[src/core/fdcc_regs.svh]
/*
 * Offsets, field positions, reset values and bus codes for the floppy
 * controller configuration register bank.
 * Assumes inclusion by bare name from the design file and the bench.
 */
`ifndef FDCC_REGS_SVH
`define FDCC_REGS_SVH

// ==========================================================================
// Register indices; byte address is four times the index
`define FDCC_IDX_IRQ_SEL 8'h70
`define FDCC_IDX_DMA_SEL 8'h74
`define FDCC_IDX_MAIN_MODE 8'hf0
`define FDCC_IDX_SEC_MODE 8'hf1
`define FDCC_IDX_DRV_TYPE 8'hf2
`define FDCC_IDX_DRV0_SET 8'hf4
`define FDCC_IDX_DRV1_SET 8'hf5

// ==========================================================================
// Reset values
`define FDCC_RST_IRQ_SEL 8'h06
`define FDCC_RST_DMA_SEL 8'h02
`define FDCC_RST_MAIN_MODE 8'h8e
`define FDCC_RST_SEC_MODE 8'h00
`define FDCC_RST_DRV_TYPE 8'hff
`define FDCC_RST_DRV_SET 8'h00

// ==========================================================================
// Writable bit masks; reserved bits read as zero
`define FDCC_MSK_IRQ_SEL 8'h0f
`define FDCC_MSK_DMA_SEL 8'h07
`define FDCC_MSK_DRV_SET 8'h5b

// ==========================================================================
// Field positions
`define FDCC_MM_PULLUP_OFF 7
`define FDCC_MM_POLARITY 6
`define FDCC_MM_NO_SECOND 5
`define FDCC_MM_SWAP 4
`define FDCC_MM_IFMODE_HI 3
`define FDCC_MM_IFMODE_LO 2
`define FDCC_MM_NON_BURST 1
`define FDCC_MM_THREE_MODE 0
`define FDCC_SM_BOOT_HI 7
`define FDCC_SM_BOOT_LO 6
`define FDCC_SM_MEDIA_HI 5
`define FDCC_SM_MEDIA_LO 4
`define FDCC_SM_DENS_HI 3
`define FDCC_SM_DENS_LO 2
`define FDCC_SM_WR_INHIBIT 1
`define FDCC_SM_FORCE_WP 0
`define FDCC_DS_PRECOMP_OFF 6
`define FDCC_DS_TABLE_HI 4
`define FDCC_DS_TABLE_LO 3
`define FDCC_DS_TYPE_HI 1
`define FDCC_DS_TYPE_LO 0

// ==========================================================================
// Bus responses and data rates in kbit/s (MFM)
`define FDCC_RESP_OKAY 2'h0
`define FDCC_RESP_SLVERR 2'h2
`define FDCC_RATE_250K 12'h0fa
`define FDCC_RATE_300K 12'h12c
`define FDCC_RATE_500K 12'h1f4
`define FDCC_RATE_1M 12'h3e8
`define FDCC_RATE_2M 12'h7d0

`endif

[src/core/fdcc_pkg.sv]
/*
 * Types for the floppy controller configuration register bank.
 * Assumes the constants header is on the include path.
 */
package fdcc_pkg;

    // ======================================================================
    // Mode enumerations
    typedef enum logic [1:0] {
        FDCC_IF_MODEL30 = 2'h0,
        FDCC_IF_PS2 = 2'h1,
        FDCC_IF_RSVD = 2'h2,
        FDCC_IF_AT = 2'h3
    } fdcc_ifmode_e;

    typedef enum logic [1:0] {
        FDCC_TBL_REGULAR = 2'h0,
        FDCC_TBL_THREE_MODE = 2'h1,
        FDCC_TBL_TAPE_2M = 2'h2,
        FDCC_TBL_RSVD = 2'h3
    } fdcc_ratetbl_e;

    // ======================================================================
    // Drive-side pin group, already in pin polarity
    typedef struct packed {
        logic [1:0] drive_sel;
        logic [1:0] motor_on;
        logic write_gate;
        logic write_data_pin;
        logic density;
        logic [1:0] dens_sel;
    } fdcc_drive_pins_s;

    // Decoded configuration seen by the controller core
    typedef struct packed {
        logic [3:0] irq_line;
        logic [1:0] dma_channel;
        logic dma_enable;
        logic pullup_off;
        logic non_burst;
        logic three_mode;
        fdcc_ifmode_e if_mode;
        logic [1:0] boot_drive;
        logic [7:0] drive_types;
        logic precomp_en;
        logic [11:0] rate_kbps;
        logic write_protected;
        logic second_drive_sra;
        logic [1:0] tape_media_id;
    } fdcc_config_s;

endpackage

[src/core/fdcc_config_regs.sv]
/*
 * Floppy controller configuration registers behind an AXI4-Lite slave,
 * with the pin-side effects of the fields applied to the drive signals.
 * Assumes the controller core drives its requests on aclk and the
 * write-protect pin arrives asynchronously from the drive.
 */
`timescale 1ns/1ps
`include "fdcc_regs.svh"

module fdcc_config_regs #(
    parameter int ADDR_W = 12
) (
    input wire logic aclk,
    input wire logic aresetn,
    input wire logic [ADDR_W-1:0] s_axi_awaddr,
    input wire logic s_axi_awvalid,
    output logic s_axi_awready,
    input wire logic [31:0] s_axi_wdata,
    input wire logic [3:0] s_axi_wstrb,
    input wire logic s_axi_wvalid,
    output logic s_axi_wready,
    output logic [1:0] s_axi_bresp,
    output logic s_axi_bvalid,
    input wire logic s_axi_bready,
    input wire logic [ADDR_W-1:0] s_axi_araddr,
    input wire logic s_axi_arvalid,
    output logic s_axi_arready,
    output logic [31:0] s_axi_rdata,
    output logic [1:0] s_axi_rresp,
    output logic s_axi_rvalid,
    input wire logic s_axi_rready,
    input wire logic active_drive,
    input wire logic [1:0] drive_sel_req,
    input wire logic [1:0] motor_req,
    input wire logic write_gate_req,
    input wire logic write_data_req,
    input wire logic density_req,
    input wire logic [1:0] rate_code,
    input wire logic write_protect_pin,
    output fdcc_pkg::fdcc_drive_pins_s drive_pins,
    output fdcc_pkg::fdcc_config_s cfg
);

    // ======================================================================
    // Register state
    logic [7:0] irq_sel_r, irq_sel_nxt;
    logic [7:0] dma_sel_r, dma_sel_nxt;
    logic [7:0] main_mode_r, main_mode_nxt;
    logic [7:0] sec_mode_r, sec_mode_nxt;
    logic [7:0] drv_type_r, drv_type_nxt;
    logic [7:0] drv_set_r [2];
    logic [7:0] drv_set_nxt [2];
    logic bvalid_r, bvalid_nxt;
    logic [1:0] bresp_r, bresp_nxt;
    logic rvalid_r, rvalid_nxt;
    logic [1:0] rresp_r, rresp_nxt;
    logic [31:0] rdata_r, rdata_nxt;
    logic [2:0] wp_sync_r, wp_sync_nxt;
    logic wp_stable_r, wp_stable_nxt;
    fdcc_pkg::fdcc_drive_pins_s pins_r, pins_nxt;
    logic wr_take, rd_take;
    logic [7:0] wr_idx, rd_idx, wr_byte;
    logic wr_hit, rd_hit;
    logic [7:0] rd_val;
    logic [7:0] cur_set;
    logic [1:0] cur_type;
    logic sel_den;
    logic [11:0] rate_val;

    // ======================================================================
    // AXI4-Lite handshakes: write address and data are taken together
    assign s_axi_awready = s_axi_awvalid && s_axi_wvalid && !bvalid_r;
    assign s_axi_wready = s_axi_awready;
    assign s_axi_arready = !rvalid_r;
    assign wr_take = s_axi_awready;
    assign rd_take = s_axi_arvalid && s_axi_arready;
    assign wr_idx = s_axi_awaddr[9:2];
    assign rd_idx = s_axi_araddr[9:2];
    assign wr_byte = s_axi_wdata[7:0];
    assign s_axi_bvalid = bvalid_r;
    assign s_axi_bresp = bresp_r;
    assign s_axi_rvalid = rvalid_r;
    assign s_axi_rresp = rresp_r;
    assign s_axi_rdata = rdata_r;

    // Decode: word aligned and nothing above index bits
    always_comb
    begin
        wr_hit = 1'b0;
        if (s_axi_awaddr[1:0] != 2'h0 || s_axi_awaddr[ADDR_W-1:10] != '0)
            wr_hit = 1'b0;
        else if (wr_idx == `FDCC_IDX_IRQ_SEL || wr_idx == `FDCC_IDX_DMA_SEL)
            wr_hit = 1'b1;
        else if (wr_idx == `FDCC_IDX_MAIN_MODE || wr_idx == `FDCC_IDX_SEC_MODE)
            wr_hit = 1'b1;
        else if (wr_idx == `FDCC_IDX_DRV_TYPE || wr_idx == `FDCC_IDX_DRV0_SET)
            wr_hit = 1'b1;
        else if (wr_idx == `FDCC_IDX_DRV1_SET)
            wr_hit = 1'b1;
    end

    // Read mux; reserved bits were masked on write so they read zero
    always_comb
    begin
        rd_hit = 1'b1;
        rd_val = 8'h00;
        if (s_axi_araddr[1:0] != 2'h0 || s_axi_araddr[ADDR_W-1:10] != '0)
            rd_hit = 1'b0;
        else if (rd_idx == `FDCC_IDX_IRQ_SEL)
            rd_val = irq_sel_r;
        else if (rd_idx == `FDCC_IDX_DMA_SEL)
            rd_val = dma_sel_r;
        else if (rd_idx == `FDCC_IDX_MAIN_MODE)
            rd_val = main_mode_r;
        else if (rd_idx == `FDCC_IDX_SEC_MODE)
            rd_val = sec_mode_r;
        else if (rd_idx == `FDCC_IDX_DRV_TYPE)
            rd_val = drv_type_r;
        else if (rd_idx == `FDCC_IDX_DRV0_SET)
            rd_val = drv_set_r[0];
        else if (rd_idx == `FDCC_IDX_DRV1_SET)
            rd_val = drv_set_r[1];
        else
            rd_hit = 1'b0;
    end

    // Register writes land only when byte lane 0 is strobed
    always_comb
    begin
        irq_sel_nxt = irq_sel_r;
        dma_sel_nxt = dma_sel_r;
        main_mode_nxt = main_mode_r;
        sec_mode_nxt = sec_mode_r;
        drv_type_nxt = drv_type_r;
        drv_set_nxt[0] = drv_set_r[0];
        drv_set_nxt[1] = drv_set_r[1];
        // Refused (SLVERR) addresses must not store, even if the index bits match
        if (wr_take && s_axi_wstrb[0] && wr_hit)
        begin
            if (wr_idx == `FDCC_IDX_IRQ_SEL)
                irq_sel_nxt = wr_byte & `FDCC_MSK_IRQ_SEL;
            else if (wr_idx == `FDCC_IDX_DMA_SEL)
                dma_sel_nxt = wr_byte & `FDCC_MSK_DMA_SEL;
            else if (wr_idx == `FDCC_IDX_MAIN_MODE)
                main_mode_nxt = wr_byte;
            else if (wr_idx == `FDCC_IDX_SEC_MODE)
                sec_mode_nxt = wr_byte;
            else if (wr_idx == `FDCC_IDX_DRV_TYPE)
                drv_type_nxt = wr_byte;
            else if (wr_idx == `FDCC_IDX_DRV0_SET)
                drv_set_nxt[0] = wr_byte & `FDCC_MSK_DRV_SET;
            else if (wr_idx == `FDCC_IDX_DRV1_SET)
                drv_set_nxt[1] = wr_byte & `FDCC_MSK_DRV_SET;
        end
    end

    // Responses: one outstanding write and one outstanding read
    always_comb
    begin
        bvalid_nxt = bvalid_r;
        bresp_nxt = bresp_r;
        rvalid_nxt = rvalid_r;
        rresp_nxt = rresp_r;
        rdata_nxt = rdata_r;
        if (wr_take)
        begin
            bvalid_nxt = 1'b1;
            bresp_nxt = wr_hit ? `FDCC_RESP_OKAY : `FDCC_RESP_SLVERR;
        end
        else if (s_axi_bready)
            bvalid_nxt = 1'b0;
        if (rd_take)
        begin
            rvalid_nxt = 1'b1;
            rresp_nxt = rd_hit ? `FDCC_RESP_OKAY : `FDCC_RESP_SLVERR;
            rdata_nxt = {24'h000000, rd_val};
        end
        else if (s_axi_rready)
            rvalid_nxt = 1'b0;
    end

    // ======================================================================
    // Write-protect pin: three stages, a change counts once 2nd and 3rd agree
    always_comb
    begin
        wp_sync_nxt = {wp_sync_r[1:0], write_protect_pin};
        wp_stable_nxt = wp_stable_r;
        if (wp_sync_r[1] == wp_sync_r[2])
            wp_stable_nxt = wp_sync_r[2];
    end

    // ======================================================================
    // Data-rate tables and density-select pins for the active drive
    assign cur_set = drv_set_r[active_drive];
    assign cur_type = cur_set[`FDCC_DS_TYPE_HI:`FDCC_DS_TYPE_LO];

    // Reserved table code falls back to the regular mapping
    // Density select is high for codes 11 and 00 in every table
    always_comb
    begin
        sel_den = (rate_code[1] == rate_code[0]);
        rate_val = `FDCC_RATE_500K;
        case (rate_code)
            2'h3: rate_val = `FDCC_RATE_1M;
            2'h0: rate_val = `FDCC_RATE_500K;
            2'h1: rate_val = `FDCC_RATE_300K;
            default: rate_val = `FDCC_RATE_250K;
        endcase
        if (rate_code == 2'h1)
        begin
            case (fdcc_pkg::fdcc_ratetbl_e'(cur_set[`FDCC_DS_TABLE_HI:`FDCC_DS_TABLE_LO]))
                fdcc_pkg::FDCC_TBL_THREE_MODE: rate_val = `FDCC_RATE_500K;
                fdcc_pkg::FDCC_TBL_TAPE_2M: rate_val = `FDCC_RATE_2M;
                default: rate_val = `FDCC_RATE_300K;
            endcase
        end
    end

    // Drive pins: swap, polarity, then overrides that must win
    always_comb
    begin
        logic inv;
        logic [1:0] dsel, mot;
        inv = !main_mode_r[`FDCC_MM_POLARITY];
        dsel = drive_sel_req;
        mot = motor_req;
        if (main_mode_r[`FDCC_MM_SWAP])
        begin
            dsel = {drive_sel_req[0], drive_sel_req[1]};
            mot = {motor_req[0], motor_req[1]};
        end
        pins_nxt.drive_sel = dsel ^ {2{inv}};
        pins_nxt.motor_on = mot ^ {2{inv}};
        pins_nxt.write_gate = write_gate_req ^ inv;
        pins_nxt.write_data_pin = write_data_req ^ inv;
        if (sec_mode_r[`FDCC_SM_WR_INHIBIT])
        begin
            pins_nxt.write_gate = 1'b1;
            pins_nxt.write_data_pin = 1'b1;
        end
        case (sec_mode_r[`FDCC_SM_DENS_HI:`FDCC_SM_DENS_LO])
            2'h2: pins_nxt.density = 1'b1;
            2'h3: pins_nxt.density = 1'b0;
            default: pins_nxt.density = density_req ^ inv;
        endcase
        case (cur_type)
            2'h0: pins_nxt.dens_sel = {rate_code[0], sel_den};
            2'h1: pins_nxt.dens_sel = {rate_code[0], rate_code[1]};
            2'h2: pins_nxt.dens_sel = {rate_code[0], sel_den};
            default: pins_nxt.dens_sel = {rate_code[1], rate_code[0]};
        endcase
    end

    // ======================================================================
    // All state registers; reset takes constants only
    always_ff @(posedge aclk)
    begin
        if (!aresetn)
        begin
            irq_sel_r <= `FDCC_RST_IRQ_SEL;
            dma_sel_r <= `FDCC_RST_DMA_SEL;
            main_mode_r <= `FDCC_RST_MAIN_MODE;
            sec_mode_r <= `FDCC_RST_SEC_MODE;
            drv_type_r <= `FDCC_RST_DRV_TYPE;
            drv_set_r[0] <= `FDCC_RST_DRV_SET;
            drv_set_r[1] <= `FDCC_RST_DRV_SET;
            bvalid_r <= 1'b0;
            bresp_r <= `FDCC_RESP_OKAY;
            rvalid_r <= 1'b0;
            rresp_r <= `FDCC_RESP_OKAY;
            rdata_r <= 32'h00000000;
            wp_sync_r <= 3'h0;
            wp_stable_r <= 1'b0;
            pins_r <= '1; // Inactive for the active-low reset polarity
        end
        else
        begin
            irq_sel_r <= irq_sel_nxt;
            dma_sel_r <= dma_sel_nxt;
            main_mode_r <= main_mode_nxt;
            sec_mode_r <= sec_mode_nxt;
            drv_type_r <= drv_type_nxt;
            drv_set_r[0] <= drv_set_nxt[0];
            drv_set_r[1] <= drv_set_nxt[1];
            bvalid_r <= bvalid_nxt;
            bresp_r <= bresp_nxt;
            rvalid_r <= rvalid_nxt;
            rresp_r <= rresp_nxt;
            rdata_r <= rdata_nxt;
            wp_sync_r <= wp_sync_nxt;
            wp_stable_r <= wp_stable_nxt;
            pins_r <= pins_nxt;
        end
    end

    // ======================================================================
    // Decoded configuration outputs, straight from register bits except the rate, which also decodes rate_code, and write protect, which also takes the pin
    assign drive_pins = pins_r;
    assign cfg.irq_line = irq_sel_r[3:0];
    assign cfg.dma_channel = dma_sel_r[1:0];
    assign cfg.dma_enable = !dma_sel_r[2];
    assign cfg.pullup_off = main_mode_r[`FDCC_MM_PULLUP_OFF];
    assign cfg.non_burst = main_mode_r[`FDCC_MM_NON_BURST];
    assign cfg.three_mode = main_mode_r[`FDCC_MM_THREE_MODE];
    assign cfg.if_mode = fdcc_pkg::fdcc_ifmode_e'(main_mode_r[`FDCC_MM_IFMODE_HI:`FDCC_MM_IFMODE_LO]);
    assign cfg.boot_drive = sec_mode_r[`FDCC_SM_BOOT_HI:`FDCC_SM_BOOT_LO];
    assign cfg.drive_types = drv_type_r;
    assign cfg.precomp_en = !cur_set[`FDCC_DS_PRECOMP_OFF];
    assign cfg.rate_kbps = rate_val;
    assign cfg.write_protected = sec_mode_r[`FDCC_SM_FORCE_WP] || wp_stable_r;
    // Second-drive flag only shows in the PS/2 status layout
    assign cfg.second_drive_sra = (cfg.if_mode == fdcc_pkg::FDCC_IF_PS2)
        && !main_mode_r[`FDCC_MM_NO_SECOND];
    assign cfg.tape_media_id = sec_mode_r[`FDCC_SM_MEDIA_HI:`FDCC_SM_MEDIA_LO];
endmodule

[config.mk]
export PLATFORM = sky130hd
export DESIGN_NAME = fdcc_config_regs
export DESIGN_NICKNAME = d
export VERILOG_FILES = /design/src/core/fdcc_pkg.sv /design/src/core/fdcc_config_regs.sv
export VERILOG_INCLUDE_DIRS = /design/src /design/src/core
export SDC_FILE = /design/constraint.sdc
export NUM_CORES = 1
export LEC_CHECK = 0
export BUFFER_PORTS_ARGS = -buffer_cell sky130_fd_sc_hd__buf_2
export CAP_MARGIN = 10
export CORE_MARGIN = 2
export CORE_UTILIZATION = 40
export CTS_BUF_LIST = sky130_fd_sc_hd__clkbuf_8
export CTS_CLUSTER_SIZE = 20
export DETAILED_ROUTE_END_ITERATION = 8
export GPL_TIMING_DRIVEN = 0
export PLACE_DENSITY = 0.73
export SETUP_SLACK_MARGIN = 0.3
export SLEW_MARGIN = 20
export SYNTH_ARGS = -nofsm -noshare
export SYNTH_HDL_FRONTEND = slang
export SYNTH_SLANG_ARGS = --single-unit
[constraint.sdc]
create_clock -name aclk -period 1.9 [get_ports aclk]
set_input_delay 0.38 -clock aclk [delete_from_list [all_inputs] [get_ports aclk]]
set_output_delay 0.38 -clock aclk [all_outputs]
set_load 0.005 [all_outputs]
* After elaboration in Yosys (flattened, before gate mapping) *
Memories as Yosys holds them, arrays and structs flattened.
Index checks and enable logic that the tools add are counted.

word-level totals
  flip-flop bits (word level) = 58
  memory bits (writable) = 16
  input bits = 78
  output and inout bits = 89
  word-level logic and storage cells = 136
  memories = 1

cells by class
  eq/ne operators = 25
  mux-type cells = 47
  bitwise operators = 12
  reductions and logical operators = 33

memory list
  name       words  bits a word  rd ports  clocked after Yosys merged registers in  write ports  line                    source
  drv_set_r  2      8            3         0                                        2            fdcc_config_regs.sv:51  logic [7:0] drv_set_r [2];

operators with widths
  operator                                              number
  2-to-1 mux 8 bit                                      13
  2-to-1 mux 16 bit                                     6
  equality test 8 bit (second input constant)           10
  equality test 8 x 7 -> 1 bit (second input constant)  4
  case mux 11 bit (2 select lines)                      1
  case mux 10 bit (2 select lines)                      1
  2-to-1 mux 1 bit                                      19
  2-to-1 mux 12 bit                                     1
  nonzero test 2 bit                                    6
  equality test 2 bit (second input constant)           5
  equality test 2 x 1 -> 1 bit (second input constant)  4
  2-to-1 mux 2 bit                                      4
  logical AND 1 bit                                     6
  logical NOT 1 bit                                     6
  logical OR 1 bit                                      6
  AND reduction 6 bit                                   1
  NOT 1 bit                                             5
  AND reduction 5 bit                                   1
  logical NOT 2 bit                                     2
  case mux 2 bit (2 select lines)                       1
  AND reduction 4 bit                                   1
  OR reduction 2 bit                                    2
  bitwise XOR 2 bit                                     2
  AND reduction 3 bit                                   1
  other kinds (5)                                       9

* Logic depth before layout (Yosys ltp) *
  word-level depth = 10
  gate-level depth with buffers = 6
  mapped depth without buffers = 5

* Worst setup path after synthesis *
Ideal clock, no wire load.

  path type = input -> output
  from = in active_drive
  to = out cfg[11] in the netlist's numbering
  arrival = 1.512 ns
  required time = 1.520 ns
  setup slack = 0.008 ns
  stages on the path = 5
  path buffers = 2
  cell sequence = clkbuf_1 mux2_2 ha_1 nand2_1 buf_4

RTL lines
  what             line                    source
  start, declared  fdcc_config_regs.sv:32  input wire logic active_drive,
  end, declared    fdcc_config_regs.sv:41  output fdcc_pkg::fdcc_config_s cfg

==> summary.md <==
| Metric | Value |
|---|---|
| Fill cells | 787 |
| Worst-margin pin slew | 0.629 ns |
| Non-Filler Instances | 696 |
| Crit-path max FO | 3 |
| Fraction of layout cells with a size suffix above 1 | 37.6% |
| Leading area contributor after synthesis | dfxtp_1 |
| Multi-input logic area | 0.00206 mm2 |
| Placed inst area | 0.00448 mm2 |
| # rows | 34 |
| Largest cells by area after synthesis | dfxtp_1 (37%), mux2i_1 (13%), buf_4 (9.0%) |
| Die Footprint | 0.00979 mm2 |
| Status | finished with violations |
| Vias post-DR | 3552 |
| Antenna viol nets, final | 0 |
| Hold slack | 0.227 ns |
| Placer Congestion | 0.905 |
| Tcrit/Tclk final | 101% |
| Cells after DPL | 664 |
| Initial DRT Pass Iterations | 5 |
| RSZ-0062 raised after global routing | yes |
| Synth Warn # | 0 |
| EDFF count, synth | 0 |
| DRC Markers | 0 |
| Worst Setup End Kind | primary output |
| Final setup violating endpoints | 1 |
| Design Area, Final | 0.00498 mm2 |
| Worst slack, placed | -0.210 ns |
| GRT Total Usage | 20.7% |
| Largest stage delay, worst path | 0.33 ns |
| Crit path DAT | 1.55 ns |
| Post-DP HPWL | 7650 um |
| Ys async rst share | 0% |
| CTS tree | built |
| Leak | 2.34 nW |
| Starting Density | 41.3% |
| Skew final | 0.00468 ns |
| IO Pins | 167 |
| Fin nets | 670 |
| Pwr per Cell Area | 617 mW/mm2 |
| Gr ovfl total | 0 |
| CTS Root Cell | clkbuf_8 |
| Largest net degree at the start of global routing | 11 |
| Hold Vio Cnt, Final | 0 |
| Startpoint Class | flop |
| Clk pin slew, worst setup/hold paths | 0.07 ns |
| Max-cap violations | 0 |
| Die height | 98.9 um |
| Area grow syn2layout | 38.1% |
| Headroom to the max-slew limit | 58.1% |
| # H-tree levels | 3 |
| Tot Pwr | 3.07 mW |
| Critical path's slowest cell | dfxtp_2 |
| Syn Std Cell Area | 0.00361 mm2 |
| Later-pin clock latency in the skew report | 0.35 ns |
| Final core occ | 57.1% |
| Failing checks | negative setup slack |
| Max rail drop VDD | 0.288 mV |
| Setup TNS | -0.0267 ns |
| Total CTS buffers | 9 |
| Routed len/inst | 15.0 um |
| Clock tree buffer depth | 2 |
| Commonest non-fill, non-tap cell in the layout | buf_2 |
| Cell Chain, Critical Path | mux2_4 > ha_4 > nand2_4 > buf_6 > buf_6 |
| Die X | 98.9 um |
| Syn Area/Cell | 8.54 um2 |
| Clock Sinks | 66 |
| HP Class | in -> reg |
| Slew Viols, Final | 0 |
| Synth Flop Type | dfxtp_1 |
| Crit Path Category | reg -> out |
| Sequential-to-total area share from yosys stat | 36.6% |
| Critical Path RT | 1.52 ns |
| Routed WL | 10500 um |
| Worst path top cell family by delay | flip-flops |
| DRT iter0 DRCs | 264 |
| Flops & latches, synth | 66 |
| First-pass GRT wire length | 16000 um |
| Core footprint | 0.00872 mm2 |
| Mapped Cells | 422 |
| Most frequent cells in the layout | buf_2 (104), dfxtp_1 (63), nand2_1 (56), buf_4 (53), mux2i_1 (46) |
| Vias in the first global route | 3325 |
| Share of the synthesized area in the top cell type | 36.6% |
| N_diodes | 0 |
| Crit path setup slack, layout | -0.0267 ns |
| Highest Clock Rate | 519 MHz |
| WP buf/inv | 2 |
| Initial antenna violation count | 0 |
| Via density per instance | 5.10 |
| Fin crit period | 1.93 ns |
| Port Buffers | 107 |
| Reg area | 0.00133 mm2 |
| Crit path top cell by count | buf_6 |
| Library cells used by synthesis | 51 |
## metal layers
| layer | vias up | global-route usage, % | routed length (um) |
|---|---|---|---|
| met5 | - | 0 | 0 |
| met3 | 21 | 5.39 | 1020 |
| li1 | 1703 | - | - |
| met4 | 0 | 6.43 | 163 |
| met1 | 1627 | 26.0 | 4260 |
| met2 | 201 | 34.8 | 5010 |
## registers in the layout, summed over array words and instances (netlist names)
signal,count
drv_set_r,10
drive_pins,9
drv_type_r,8
main_mode_r,8
s_axi_rdata,8
sec_mode_r,8
irq_sel_r,4
dma_sel_r,3
wp_sync_r,3
s_axi_bresp,1
s_axi_bvalid,1
s_axi_rresp,1
s_axi_rvalid,1
wp_stable_r,1
## cell type report
cell class,instances,area share [%]
Buffer,66,9.80
Clock buffer,13,3.59
Clock inverter,3,0.754
Inverter,14,1.06
Multi-Input combinational cell,303,41.5
Sequential cell,66,26.6
Tap cell,108,2.71
Timing Repair Buffer,123,14.0
## worst paths after layout
kind                            slack [ns]              to  cells past startpoint         startpoint
worst max-delay path                 -0.03         cfg[11]                      5    drv_set_r[0][4]
worst min-delay path                  0.23    wp_sync_r[0]                      2  write_protect_pin
worst max register to register        0.34  main_mode_r[5]                      6       s_axi_bvalid
worst min register to register        0.44    wp_sync_r[1]                      1       wp_sync_r[0]
## where the power goes
| group | internal (mW) | leakage [nW] | switching (mW) |
|---|---|---|---|
| Sequential | 1.40 | 0.538 | 0.00698 |
| Combinational | 0.183 | 1.69 | 0.204 |
| Clock | 0.741 | 0.118 | 0.538 |
## cells by family after synthesis
kind of cell / after synthesis / synth area share, %
mux: 52 / 14.6
xor+xnor: 8 / 1.94
buf+inv: 80 / 12.9
simple gates: 147 / 20.7
other cells: 1 / 0.104
fa+ha+maj: 9 / 3.12
flops: 66 / 36.6
compound gates: 59 / 9.92
## Yosys cell counts (6+ instances only)
master,number
buf_4,43
a21oi_1,14
nand2_1,57
nand3_1,19
o21ai_0,15
ha_1,9
nor2b_1,6
dfxtp_1,66
inv_1,13
o21ai_1,8
nor2_1,23
nor3_1,8
clkbuf_1,18
mux2i_1,47
xnor2_1,6
## what timing repair did
item                       4_1_cts  5_1_grt
resized for setup               26       16
cloned                           0        0
setup endpoints to repair       48       53
hold buffers                     0        0
setup buffers                   10        6
pin swaps                       19       18
Note: power is estimated with default switching activity, not from simulation.
